File: src/tiop_pkg.sv
// Shared constants for the timed I/O port block and its clock blocks.
package tiop_pkg;
  localparam int unsigned NPORT     = 5;
  localparam int unsigned PIN_W     = 32;
  localparam int unsigned CNT_W     = 16;
  localparam int unsigned DIV_W     = 8;
  localparam int unsigned CLKSEL_W  = 3;
  localparam int unsigned PORT_WIDTH [NPORT] = '{1, 4, 8, 16, 32};
  localparam int unsigned REF_MHZ   = 100;
  localparam logic [PIN_W-1:0] LINK_PIN_MASK = 32'hFF00_0000;
  localparam logic [3:0] UNIT_CLK_BASE = 4'h8;
  localparam logic [3:0] REG_CTRL   = 4'h0;
  localparam logic [3:0] REG_DATA   = 4'h1;
  localparam logic [3:0] REG_COND   = 4'h2;
  localparam logic [3:0] REG_TIME   = 4'h3;
  localparam logic [3:0] REG_COUNT  = 4'h4;
  localparam logic [3:0] REG_STAMP  = 4'h5;
  localparam logic [3:0] REG_STATUS = 4'h6;
  localparam logic [3:0] CB_CTRL    = 4'h0;
  localparam logic [3:0] CB_DIV     = 4'h1;
  localparam int unsigned CTRL_EN       = 0;
  localparam int unsigned CTRL_OUT      = 1;
  localparam int unsigned CTRL_OD       = 2;
  localparam int unsigned CTRL_COND_LSB = 3;
  localparam int unsigned CTRL_SIN      = 5;
  localparam int unsigned CTRL_SOUT     = 6;
  localparam int unsigned CTRL_CLK_LSB  = 8;
  localparam int unsigned CTRL_W        = 11;
  localparam int unsigned CB_SRC_PIN    = 0;
  localparam int unsigned STAT_FULL     = 0;
  localparam int unsigned STAT_PEND     = 1;
  localparam int unsigned STAT_TARM     = 2;
  localparam logic [1:0] COND_NONE = 2'h0;
  localparam logic [1:0] COND_EQ   = 2'h1;
  localparam logic [1:0] COND_NEQ  = 2'h2;
  localparam logic [CTRL_W-1:0] CTRL_RESET = 11'h000;
  localparam logic [DIV_W-1:0]  DIV_RESET  = 8'h00;
  localparam logic [CNT_W-1:0]  CNT_RESET  = 16'h0000;
endpackage : tiop_pkg

File: src/tiop_clkblk.sv
// Programmable clock block that turns the reference or a pin edge into a divided tick.
`timescale 1ns/1ps
module tiop_clkblk
  import tiop_pkg::*;
(
  input  wire logic             ref_clk,
  input  wire logic             rst_b,
  input  wire logic             src_pin,
  input  wire logic             src_sel,
  input  wire logic [DIV_W-1:0] div,
  output logic                  tick
);
  logic             pin_prev_reg;
  logic [DIV_W-1:0] div_cnt_reg;
  logic             src_edge;

  assign src_edge = src_sel ? (src_pin & ~pin_prev_reg) : 1'b1;
  assign tick     = src_edge && (div_cnt_reg == div);

  always_ff @(posedge ref_clk)
  begin
    if (!rst_b)
      pin_prev_reg <= 1'b0;
    else
      pin_prev_reg <= src_pin;
  end

  always_ff @(posedge ref_clk)
  begin
    if (!rst_b)
      div_cnt_reg <= DIV_RESET;
    else if (src_edge)
      div_cnt_reg <= (div_cnt_reg >= div) ? DIV_RESET : div_cnt_reg + 1'b1;
  end
endmodule : tiop_clkblk

File: src/tiop_pinmux.sv
// Pin sharing: narrowest enabled port owns a pin, and an enabled link takes pins away.
`timescale 1ns/1ps
module tiop_pinmux
  import tiop_pkg::*;
(
  input  wire logic                   ref_clk,
  input  wire logic                   rst_b,
  input  wire logic [NPORT-1:0]       port_en,
  input  wire logic [NPORT-1:0]       port_out,
  input  wire logic [NPORT-1:0]       port_od,
  input  wire logic [NPORT*PIN_W-1:0] port_drv,
  input  wire logic                   link_en,
  output logic      [PIN_W-1:0]       pin_out,
  output logic      [PIN_W-1:0]       pin_oe
);
  genvar i;
  generate
    for (i = 0; i < PIN_W; i++)
    begin : g_pin
      always_comb
      begin
        logic found;
        logic dbit;
        logic is_out;
        logic is_od;
        found  = 1'b0;
        dbit   = 1'b0;
        is_out = 1'b0;
        is_od  = 1'b0;
        // Wider ports are visited first so that a narrower enabled port overrides them.
        for (int p = NPORT - 1; p >= 0; p--)
        begin
          if (port_en[p] && (i < PORT_WIDTH[p]))
          begin
            found  = 1'b1;
            dbit   = port_drv[p*PIN_W + i];
            is_out = port_out[p];
            is_od  = port_od[p];
          end
        end
        if (link_en && LINK_PIN_MASK[i])
          found = 1'b0;
        pin_out[i] = found & is_out & dbit & ~is_od;
        pin_oe[i]  = found & is_out & ~(is_od & dbit);
      end
    end
  endgenerate
endmodule : tiop_pinmux

File: src/tiop_top.sv
// Timed I/O ports with port counters, timestamps, strobes and six clock blocks.
//
// Contract
// - Ports of width 1, 4, 8, 16 and 32 bits, all starting at pin 0 and sharing pins.
// - All pins of one port are inputs or all are outputs.
// - Ports drive pins or sample them, optionally waiting for a pin condition.
// - Open-collector option per port: drive low for zero, release for one.
// - Data moves through a pin-side shift stage and a transfer register; input captures load the transfer register from the pins.
// - Each port has a 16-bit counter timing transfers.
// - Counter readable any time; transfers can wait for a future count.
// - Every transfer captures the counter as a readable timestamp.
// - An enabled link disables the ports on its pins; here it only releases their drive, and input ports still sample those pins.
// - An enabled narrower port overrides wider ports on shared pins.
// - Unshared pins of a wider port stay usable.
// - A port always transfers its full nominal width.
// - Six clock blocks; block 0 is the reference, others programmable.
// - A clock block may take a single-bit port pin as its source.
// - A pin-sourced clock block may divide its input.
// - Ports accept an incoming strobe and can generate an outgoing strobe.
// - At reset every port is attached to clock block 0.
// - A processor access completes in a single cycle.
// - Pin conditions become events sent to the scheduler.
// - During reset every pin has its pull-down enabled.
`timescale 1ns/1ps
module tiop_top
  import tiop_pkg::*;
#(
  parameter int unsigned NCB = 6
)
(
  input  wire logic                    ref_clk,
  input  wire logic                    rst_b,
  input  wire logic [7:0]              addr,
  input  wire logic [31:0]             wdata,
  input  wire logic                    wr_en,
  input  wire logic                    rd_en,
  output logic      [31:0]             rdata,
  input  wire logic [tiop_pkg::PIN_W-1:0] pin_in,
  output logic      [tiop_pkg::PIN_W-1:0] pin_out,
  output logic      [tiop_pkg::PIN_W-1:0] pin_oe,
  output logic                         pin_pd_en,
  input  wire logic                    link_en,
  input  wire logic [tiop_pkg::NPORT-1:0] strobe_in,
  output logic      [tiop_pkg::NPORT-1:0] strobe_out,
  output logic      [tiop_pkg::NPORT-1:0] port_event
);
  import tiop_pkg::*;

  generate
    if (NCB < 2 || NCB > (1 << CLKSEL_W))
    begin : g_bad_ncb
      $error("NCB must lie between 2 and the clock select range.");
    end
  endgenerate

  logic [NCB-1:0]          cb_tick;
  logic [NCB-1:0]          cb_src_reg;
  logic [DIV_W-1:0]        cb_div_reg [NCB];
  logic [CTRL_W-1:0]       ctrl_reg   [NPORT];
  logic [PIN_W-1:0]        cond_reg   [NPORT];
  logic [CNT_W-1:0]        time_reg   [NPORT];
  logic [CNT_W-1:0]        cnt_reg    [NPORT];
  logic [CNT_W-1:0]        stamp_reg  [NPORT];
  logic [PIN_W-1:0]        xfer_reg   [NPORT];
  logic [PIN_W-1:0]        shift_reg  [NPORT];
  logic [NPORT-1:0]        full_reg;
  logic [NPORT-1:0]        pend_reg;
  logic [NPORT-1:0]        tarm_reg;
  logic [NPORT-1:0]        sout_reg;
  logic [NPORT-1:0]        evt_reg;
  logic [NPORT-1:0]        port_tick;
  logic [NPORT-1:0]        cap;
  logic [NPORT-1:0]        drive;
  logic [NPORT-1:0]        p_en;
  logic [NPORT-1:0]        p_out;
  logic [NPORT-1:0]        p_od;
  logic [NPORT*PIN_W-1:0]  drv_flat;
  logic [31:0]             rdata_reg;
  logic [31:0]             rdata_next;
  logic [3:0]              unit;
  logic [3:0]              sel;

  assign unit       = addr[7:4];
  assign sel        = addr[3:0];
  assign rdata      = rdata_reg;
  assign strobe_out = sout_reg;
  assign port_event = evt_reg;
  assign pin_pd_en  = ~rst_b;

  // Clock block 0 is the reference and ticks every cycle; the rest are programmable.
  assign cb_tick[0] = 1'b1;

  genvar k;
  generate
    for (k = 1; k < NCB; k++)
    begin : g_cb
      tiop_clkblk u_cb (
        .ref_clk (ref_clk),
        .rst_b   (rst_b),
        .src_pin (pin_in[0]),
        .src_sel (cb_src_reg[k]),
        .div     (cb_div_reg[k]),
        .tick    (cb_tick[k])
      );
    end
  endgenerate

  generate
    for (k = 0; k < NCB; k++)
    begin : g_cb_regs
      always_ff @(posedge ref_clk)
      begin
        if (!rst_b)
        begin
          cb_src_reg[k] <= 1'b0;
          cb_div_reg[k] <= DIV_RESET;
        end
        else if (wr_en && unit == UNIT_CLK_BASE + 4'(k) && k != 0)
        begin
          if (sel == CB_CTRL)
            cb_src_reg[k] <= wdata[CB_SRC_PIN];
          else if (sel == CB_DIV)
            cb_div_reg[k] <= wdata[DIV_W-1:0];
        end
      end
    end
  endgenerate

  genvar p;
  generate
    for (p = 0; p < NPORT; p++)
    begin : g_port
      localparam logic [PIN_W-1:0] MASK = PIN_W'((64'h1 << PORT_WIDTH[p]) - 64'h1);
      logic [CLKSEL_W-1:0] clk_sel;
      logic [1:0]          cmode;
      logic [PIN_W-1:0]    pins;
      logic                cond_ok;
      logic                time_ok;
      logic                strobe_ok;
      logic                wr_hit;
      logic                rd_data_hit;

      assign clk_sel     = ctrl_reg[p][CTRL_CLK_LSB +: CLKSEL_W];
      assign cmode       = ctrl_reg[p][CTRL_COND_LSB +: 2];
      assign port_tick[p] = (clk_sel < NCB) ? cb_tick[clk_sel] : cb_tick[0];
      assign pins        = pin_in & MASK;
      assign wr_hit      = wr_en && unit == 4'(p);
      assign rd_data_hit = rd_en && unit == 4'(p) && sel == REG_DATA;
      assign p_en[p]     = ctrl_reg[p][CTRL_EN];
      assign p_out[p]    = ctrl_reg[p][CTRL_OUT];
      assign p_od[p]     = ctrl_reg[p][CTRL_OD];
      assign drv_flat[p*PIN_W +: PIN_W] = shift_reg[p];

      always_comb
      begin
        if (cmode == COND_EQ)
          cond_ok = (pins == cond_reg[p]);
        else if (cmode == COND_NEQ)
          cond_ok = (pins != cond_reg[p]);
        else
          cond_ok = 1'b1;
      end

      assign time_ok   = !tarm_reg[p] || (cnt_reg[p] == time_reg[p]);
      assign strobe_ok = !ctrl_reg[p][CTRL_SIN] || strobe_in[p];
      assign cap[p]    = p_en[p] && !p_out[p] && port_tick[p] && !full_reg[p]
                         && cond_ok && time_ok && strobe_ok;
      assign drive[p]  = p_en[p] && p_out[p] && port_tick[p] && pend_reg[p] && time_ok;

      always_ff @(posedge ref_clk)
      begin
        if (!rst_b)
          ctrl_reg[p] <= CTRL_RESET;
        else if (wr_hit && sel == REG_CTRL)
          ctrl_reg[p] <= wdata[CTRL_W-1:0];
      end

      always_ff @(posedge ref_clk)
      begin
        if (!rst_b)
        begin
          cond_reg[p] <= '0;
          time_reg[p] <= CNT_RESET;
        end
        else if (wr_hit && sel == REG_COND)
          cond_reg[p] <= wdata & MASK;
        else if (wr_hit && sel == REG_TIME)
          time_reg[p] <= wdata[CNT_W-1:0];
      end

      always_ff @(posedge ref_clk)
      begin
        if (!rst_b)
          cnt_reg[p] <= CNT_RESET;
        else if (port_tick[p])
          cnt_reg[p] <= cnt_reg[p] + 1'b1;
      end

      // A write to the time register arms the wait; the transfer it gates disarms it.
      always_ff @(posedge ref_clk)
      begin
        if (!rst_b)
          tarm_reg[p] <= 1'b0;
        else if (wr_hit && sel == REG_TIME)
          tarm_reg[p] <= 1'b1;
        else if (cap[p] || drive[p])
          tarm_reg[p] <= 1'b0;
      end

      always_ff @(posedge ref_clk)
      begin
        if (!rst_b)
          xfer_reg[p] <= '0;
        else if (wr_hit && sel == REG_DATA && p_out[p])
          xfer_reg[p] <= wdata & MASK;
        else if (cap[p])
          xfer_reg[p] <= pins;
      end

      always_ff @(posedge ref_clk)
      begin
        if (!rst_b)
          shift_reg[p] <= '0;
        else if (drive[p])
          shift_reg[p] <= xfer_reg[p];
      end

      // Capture wins over a read in the same cycle so no sample is lost.
      always_ff @(posedge ref_clk)
      begin
        if (!rst_b)
          full_reg[p] <= 1'b0;
        else if (cap[p])
          full_reg[p] <= 1'b1;
        else if (rd_data_hit)
          full_reg[p] <= 1'b0;
      end

      always_ff @(posedge ref_clk)
      begin
        if (!rst_b)
          pend_reg[p] <= 1'b0;
        else if (wr_hit && sel == REG_DATA && p_out[p])
          pend_reg[p] <= 1'b1;
        else if (drive[p])
          pend_reg[p] <= 1'b0;
      end

      always_ff @(posedge ref_clk)
      begin
        if (!rst_b)
          stamp_reg[p] <= CNT_RESET;
        else if (cap[p] || drive[p])
          stamp_reg[p] <= cnt_reg[p];
      end

      // The outgoing strobe stands for one port clock period beside the new data.
      always_ff @(posedge ref_clk)
      begin
        if (!rst_b)
          sout_reg[p] <= 1'b0;
        else if (port_tick[p])
          sout_reg[p] <= drive[p] && ctrl_reg[p][CTRL_SOUT];
      end

      always_ff @(posedge ref_clk)
      begin
        if (!rst_b)
          evt_reg[p] <= 1'b0;
        else
          evt_reg[p] <= cap[p] || drive[p];
      end

    end
  endgenerate

  tiop_pinmux u_pinmux (
    .ref_clk  (ref_clk),
    .rst_b    (rst_b),
    .port_en  (p_en),
    .port_out (p_out),
    .port_od  (p_od),
    .port_drv (drv_flat),
    .link_en  (link_en),
    .pin_out  (pin_out),
    .pin_oe   (pin_oe)
  );

  always_comb
  begin
    rdata_next = 32'h0000_0000;
    if (unit >= UNIT_CLK_BASE && 5'(unit) < 5'(UNIT_CLK_BASE) + 5'(NCB))
    begin
      if (sel == CB_CTRL)
        rdata_next = {31'h0000_0000, cb_src_reg[3'(unit - UNIT_CLK_BASE)]};
      else if (sel == CB_DIV)
        rdata_next = {24'h00_0000, cb_div_reg[3'(unit - UNIT_CLK_BASE)]};
    end
    else if (unit < 4'(NPORT))
    begin
      if (sel == REG_CTRL)
        rdata_next = {21'h00_0000, ctrl_reg[3'(unit)]};
      else if (sel == REG_DATA)
        rdata_next = xfer_reg[3'(unit)];
      else if (sel == REG_COND)
        rdata_next = cond_reg[3'(unit)];
      else if (sel == REG_TIME)
        rdata_next = {16'h0000, time_reg[3'(unit)]};
      else if (sel == REG_COUNT)
        rdata_next = {16'h0000, cnt_reg[3'(unit)]};
      else if (sel == REG_STAMP)
        rdata_next = {16'h0000, stamp_reg[3'(unit)]};
      else if (sel == REG_STATUS)
        rdata_next = {29'h0000_0000, tarm_reg[3'(unit)], pend_reg[3'(unit)], full_reg[3'(unit)]};
    end
  end

  always_ff @(posedge ref_clk)
  begin
    if (!rst_b)
      rdata_reg <= 32'h0000_0000;
    else if (rd_en)
      rdata_reg <= rdata_next;
    else
      rdata_reg <= 32'h0000_0000;
  end
endmodule : tiop_top

File: config.mk
export PLATFORM = sky130hd
export DESIGN_NAME = tiop_top
export DESIGN_NICKNAME = d
export VERILOG_FILES = /design/src/tiop_pkg.sv /design/src/tiop_clkblk.sv /design/src/tiop_pinmux.sv /design/src/tiop_top.sv
export SDC_FILE = /design/constraint.sdc
export NUM_CORES = 1
export LEC_CHECK = 0
export BUFFER_PORTS_ARGS = -buffer_cell sky130_fd_sc_hd__clkbuf_2
export CAP_MARGIN = 20
export CELL_PAD_IN_SITES_DETAIL_PLACEMENT = 0
export CELL_PAD_IN_SITES_GLOBAL_PLACEMENT = 1
export CORE_MARGIN = 4
export CORE_UTILIZATION = 25
export CTS_CLUSTER_DIAMETER = 50
export DETAILED_ROUTE_END_ITERATION = 8
export GPL_TIMING_DRIVEN = 0
export PLACE_DENSITY_LB_ADDON = 0.1
export SLEW_MARGIN = 40
export SYNTH_ARGS = -nofsm -noshare
export SYNTH_HDL_FRONTEND = slang
export SYNTH_SLANG_ARGS = --single-unit
File: constraint.sdc
create_clock -name ref_clk -period 4.8 [get_ports ref_clk]
set_clock_uncertainty 0.05 [all_clocks]
set_input_delay 0 -clock ref_clk [delete_from_list [all_inputs] [get_ports ref_clk]]
set_output_delay 0 -clock ref_clk [all_outputs]
set_load 0.02 [all_outputs]
**Word-level counts from Yosys, hierarchy flattened**

Memory sizes are Yosys's and may differ from the RTL's.
Cells that the tools add are included.

- Bitwise logic cells: 219
- Eq/ne operators: 45
- Mux-type cells: 354
- Magnitude comparators: 20
- Add/sub/neg operators: 11
- Reductions and logical operators: 164

Operator list:

| operator | number |
|---|---|
| $mux 32 | 25 |
| $mux 16 | 18 |
| $mux 1 | 284 |
| $and 1x1->1 | 135 |
| $logic_and 1x1->1 | 106 |
| $mux 8 | 12 |
| $add 16x1->16 const B | 5 |
| $eq 16x16->1 | 5 |
| $mux 11 | 5 |
| $or 1x1->1 | 45 |
| $add 8x1->8 const B | 5 |
| $eq 8x8->1 | 5 |
| $ge 8x8->1 | 5 |
| $not 1->1 | 39 |
| $eq 1x32->1 | 1 |
| $eq 16x32->1 | 1 |
| $eq 32x32->1 | 1 |
| $eq 4x32->1 | 1 |
| $eq 8x32->1 | 1 |
| $ne 1x32->1 | 1 |
| $ne 16x32->1 | 1 |
| $ne 32x32->1 | 1 |
| $ne 4x32->1 | 1 |
| $ne 8x32->1 | 1 |
| other kinds (19) | 109 |

- Input bits: 82
- Logic and storage cells: 858
- Register bits after elaboration: 103
- Memories: 8
- Memory bits (writable): 823
- Output and inout port bits: 107

Memories:

| memory | words | bits a word | rd ports | clocked after Yosys merged registers in | wr ports | line | text |
|---|---|---|---|---|---|---|---|
| cond_reg | 5 | 32 | 6 | 0 | 5 | tiop_top.sv:60 | `logic [PIN_W-1:0] cond_reg [NPORT];` |
| shift_reg | 5 | 32 | 5 | 0 | 5 | tiop_top.sv:65 | `logic [PIN_W-1:0] shift_reg [NPORT];` |
| xfer_reg | 5 | 32 | 6 | 0 | 5 | tiop_top.sv:64 | `logic [PIN_W-1:0] xfer_reg [NPORT];` |
| cnt_reg | 5 | 16 | 6 | 0 | 5 | tiop_top.sv:62 | `logic [CNT_W-1:0] cnt_reg [NPORT];` |
| stamp_reg | 5 | 16 | 1 | 0 | 5 | tiop_top.sv:63 | `logic [CNT_W-1:0] stamp_reg [NPORT];` |
| time_reg | 5 | 16 | 6 | 0 | 5 | tiop_top.sv:61 | `logic [CNT_W-1:0] time_reg [NPORT];` |
| 2 more memories | n/a | n/a | n/a | n/a | n/a | n/a |  |

**Depth between registers and ports, before layout**

- Depth after elaboration: 17
- Mapped depth: 10
- Gate-level depth less buffers: 8

**Cells and area by module**

From an unflattened synthesis, not the netlist that was laid out.

- Cells, all modules: 2890
- Area, all modules: 32896.6 µm²

Modules (own cells, without submodules):

| module | area each (µm²) | seq. area each (µm²) | cells an instance | instances |
|---|---|---|---|---|
| tiop_top | 28880.2 | 16796.1 | 2366 | 1 |
| tiop_clkblk | 623.1 | 180.2 | 76 | 5 |
| tiop_pinmux | 900.9 | 0.0 | 144 | 1 |

**Least setup slack after synthesis**

No wires, ideal clock.

- Path type: input-to-reg
- Start point: input addr[1]
- End point: memory cond_reg[4][0] (enable)
- Data required time: 4.284 ns
- Stages: 5
- Path slack: 0.774 ns
- Path buffers: 3
- Data arrival time: 3.510 ns
- Library setup time: 0.466 ns
- Cells stage by stage: clkbuf_1 or4b_2 clkbuf_1 clkbuf_1 o21ai_0

RTL lines:

| element | line | text |
|---|---|---|
| start, declared | tiop_top.sv:33 | `input wire logic [7:0] addr,` |
| end, declared | tiop_top.sv:60 |  |

==> impl_results.md <==
* CP max stage cell: a211oi_1
* PD cells at between 300 and 400 nW/um^2
* Least-Margin Pin Slew at 932 ps
* Ranking of synthesized cells by area: edfxtp_1 (48%), and2_1 (6.5%), dfxtp_1 (6.3%)
* Crit. End Element: register
* Leading area contributor after synthesis: edfxtp_1
* Final hold violation count at 0
* Post-synth cell types at between 80 and 90
* Die height at ~370 um
* Area share of the largest cell type after synthesis at 47.7%
* Final Max Tran Viols at 0
* Critical R2R Launch: cb_div_reg[5][7]$_SDFFCE_PN0P_
* Clk_lat worst skew at ~720 ps
* Largest net degree at the start of global routing at 33
* CP peak stage delay at slightly below 800 ps
* Final setup margin at 21.9 ps
* EDFF count, synth at a little over 500
* RSZ-0062 raised after global routing: no
* CP required at 5080 ps
* Via/cell ratio at ~5
* Routability cong. at 0.930
* DP HPWL at roughly 120000 um
* Max frequency at 209 MHz
* Post-synth ARST share at 0%
* Post-Place Cell Area at 36400 sq um
* Initial Utilization at about a quarter
* Net count of the finished layout at around 3.3k
* DR pass1 iterations at 6
* Core ar. at approximately 130000 sq um
* CTS tree: built
* Status: finished clean
* Initial antenna violation count at 16
* Critical hold path startpoint: pin_in[0]
* Pwr Total at approximately 16 mW
* IO Port Bufs at 176
* Total track usage at ~22%
* Post-CTS Setup Bufs at 0
* DR iter-0 viols at between 2k and 3k
* Startpoint type of the worst setup path: register
* Post-route minimum period at 4780 ps
* Most common flop cell mapped by yosys: edfxtp_1
* Syn Nets at around 2.9k
* Final core utilization at 31.7%
* FF-to-FF setup slack at ~22 ps
* Sequential-to-total area share from yosys stat at roughly 54%
* Final setup vio count at 0
* Worst path arrival time at between 5000 and 6000 ps
* Reg clk slew, reported paths at roughly 50 ps
* Die width at 369 um
* Clock buffer depth at 3
* CTS root buf: clkbuf_16
* CTS Sinks at about 620
* Cells after Synth at about 2.8k
* Die area at 136000 sq um
* P&R area growth vs syn at 25.9%
* Period utilization at between 90 and 100%
* Yosys Warn Count at 0
* H-tree depth at 3
* Critical path peak fanout at 16
* WL per Instance at 30.8 um
* MaxCap Viol Count at 0
* Post-synthesis area per instance at between 10 and 15 sq um
* Crit path kind: register to register
* Crit path launch: cb_div_reg[5][7]$_SDFFCE_PN0P_
* I/O pin count at about 190
* Drt total wl at 155000 um
* CTS Buf Count at roughly 110
* Grt ovf at 0
* Slew HR at a little under two fifths
* Final antenna-violating net count at 0
* Pre-CTS WS at ~94 ps
* VDD IR max at 0.254 mV
* Fillers at around 13k
* First-pass GRT wire length at 212000 um
* Vias in the first global route at between 20k and 30k
* Leakage power at roughly 15 nW
* Mapped Area at 32600 sq um
* Final Cell Area at between 40000 and 50000 sq um
* Yosys reg bits at around 620
* Share of layout cells above drive strength 1 at 19.1%
* Vias at 25.7k
* FP Rows at 132
* Worst path cell trace: inv_1, ha_1, nand4_1, a211oi_1, a21oi_1, a311o_1, nor3_1, buf_2, or2_2
* DRC at 0
* Worst Hold Class: primary input to register
per-stage QoR:
step / hold WS, ps / TNS, ps / std cells
floorplan: 144 / 0 / 2808
global placement: 256 / -260730 / 4726
detailed placement: 254 / 0 / 4749
CTS: 13.7 / 0 / 5037
global route: 18.8 / 0 / 5038
finish: 26.6 / 0 / 5040
Yosys cell counts (19+ instances only):
| cell | number |
|---|---|
| nand4_1 | 58 |
| nand3_1 | 66 |
| nand2_1 | 188 |
| mux2i_1 | 30 |
| o21ai_1 | 21 |
| xor2_1 | 70 |
| and2_1 | 339 |
| a21o_1 | 21 |
| buf_2 | 27 |
| dfxtp_1 | 103 |
| a211oi_1 | 49 |
| ha_1 | 50 |
| edfxtp_1 | 518 |
| xnor2_1 | 176 |
| a32o_1 | 49 |
| a22oi_1 | 45 |
| mux4_2 | 69 |
| and3_1 | 32 |
| clkbuf_1 | 148 |
| a31oi_1 | 19 |
| nand2b_1 | 19 |
| o21ai_0 | 54 |
| inv_1 | 70 |
| a21oi_1 | 83 |
| nor2b_1 | 30 |
| a221oi_1 | 31 |
| nor3_1 | 28 |
| nor2_1 | 183 |
| a22o_1 | 23 |
worst max-delay path, delay by kind of cell (launching register included):
family / cells / cell delay (ps)
simple gates: 3 / 1570
flops: 1 / 370
compound gates: 3 / 1610
buf+inv: 2 / 470
fa+ha+maj: 1 / 290
cells by family after synthesis:
| kind of cell | synth area share (%) |
|---|---|
| fa+ha+maj | 1.92 |
| mux | 6.20 |
| simple gates | 16.9 |
| buf+inv | 3.16 |
| flops | 54.0 |
| xor+xnor | 6.60 |
| compound gates | 11.2 |
cells in the final DEF, fill, tap and decap left out, types with 17 or more instances in the layout:
| master | count |
|---|---|
| edfxtp_1 | 518 |
| and2_1 | 339 |
| clkbuf_2 | 217 |
| nand2_1 | 182 |
| nor2_1 | 179 |
| xnor2_1 | 176 |
| clkbuf_1 | 126 |
| clkbuf_16 | 114 |
| dfxtp_1 | 103 |
| a21oi_1 | 83 |
| dlygate4sd3_1 | 80 |
| xor2_1 | 70 |
| inv_1 | 69 |
| mux4_2 | 69 |
| nand3_1 | 66 |
| nand4_1 | 58 |
| ha_1 | 50 |
| a32o_1 | 49 |
| a211oi_1 | 46 |
| a22oi_1 | 45 |
| buf_2 | 35 |
| o21ai_0 | 35 |
| and3_1 | 32 |
| a221oi_1 | 31 |
| nor2b_1 | 29 |
| mux2i_1 | 29 |
| nor3_1 | 25 |
| o21ai_1 | 25 |
| a22o_1 | 23 |
| a21o_1 | 21 |
| nand2b_1 | 18 |
| a31oi_1 | 17 |
path summary, 6_finish.rpt:
check	endpoint	depth (start not counted)
worst min-delay path	g_cb[5].u_cb.pin_prev_reg$_SDFF_PN0_	4
worst max-delay path	stamp_reg[2][13]$_SDFFCE_PN0P_	9
worst max register to register	stamp_reg[2][13]$_SDFFCE_PN0P_	9
worst min register to register	strobe_out[1]$_SDFFE_PN0N_	2
power breakdown:
group | total (mW) | switching, mW | internal, mW
logic | 1.69 | 1.14 | 0.552
clock network | 8.24 | 2.97 | 5.27
registers | 6.42 | 0.301 | 6.12
layout make-up:
type                            count  area, sq um  share of cell area [%]
Sequential cell                   621        17600                    42.9
Multi-Input combinational cell   1926        14300                    34.9
Clock buffer                      139         3020                    7.34
Tap cell                         1742         2180                    5.31
Timing Repair Buffer              280         1990                    4.84
Clock inverter                     69          841                    2.05
Buffer                            191          830                    2.02
Inverter                           70          265                   0.646
Antenna cell                        2         5.00                  0.0122
layer usage:
metal	up-vias	part of all wire [%]	track usage [%]
met5	-	0	0
met4	0	2.9	6.01
met3	199	7.1	4.77
met2	1049	45	34.9
met1	13200	45	31.1
li1	11200	-	-
timing repair:
action	4_1_cts	5_1_grt
hold buffers	80	0
gates resized for setup	0	0
endpoints found under the hold margin	151	0
Note: power is estimated with default switching activity, not from simulation.
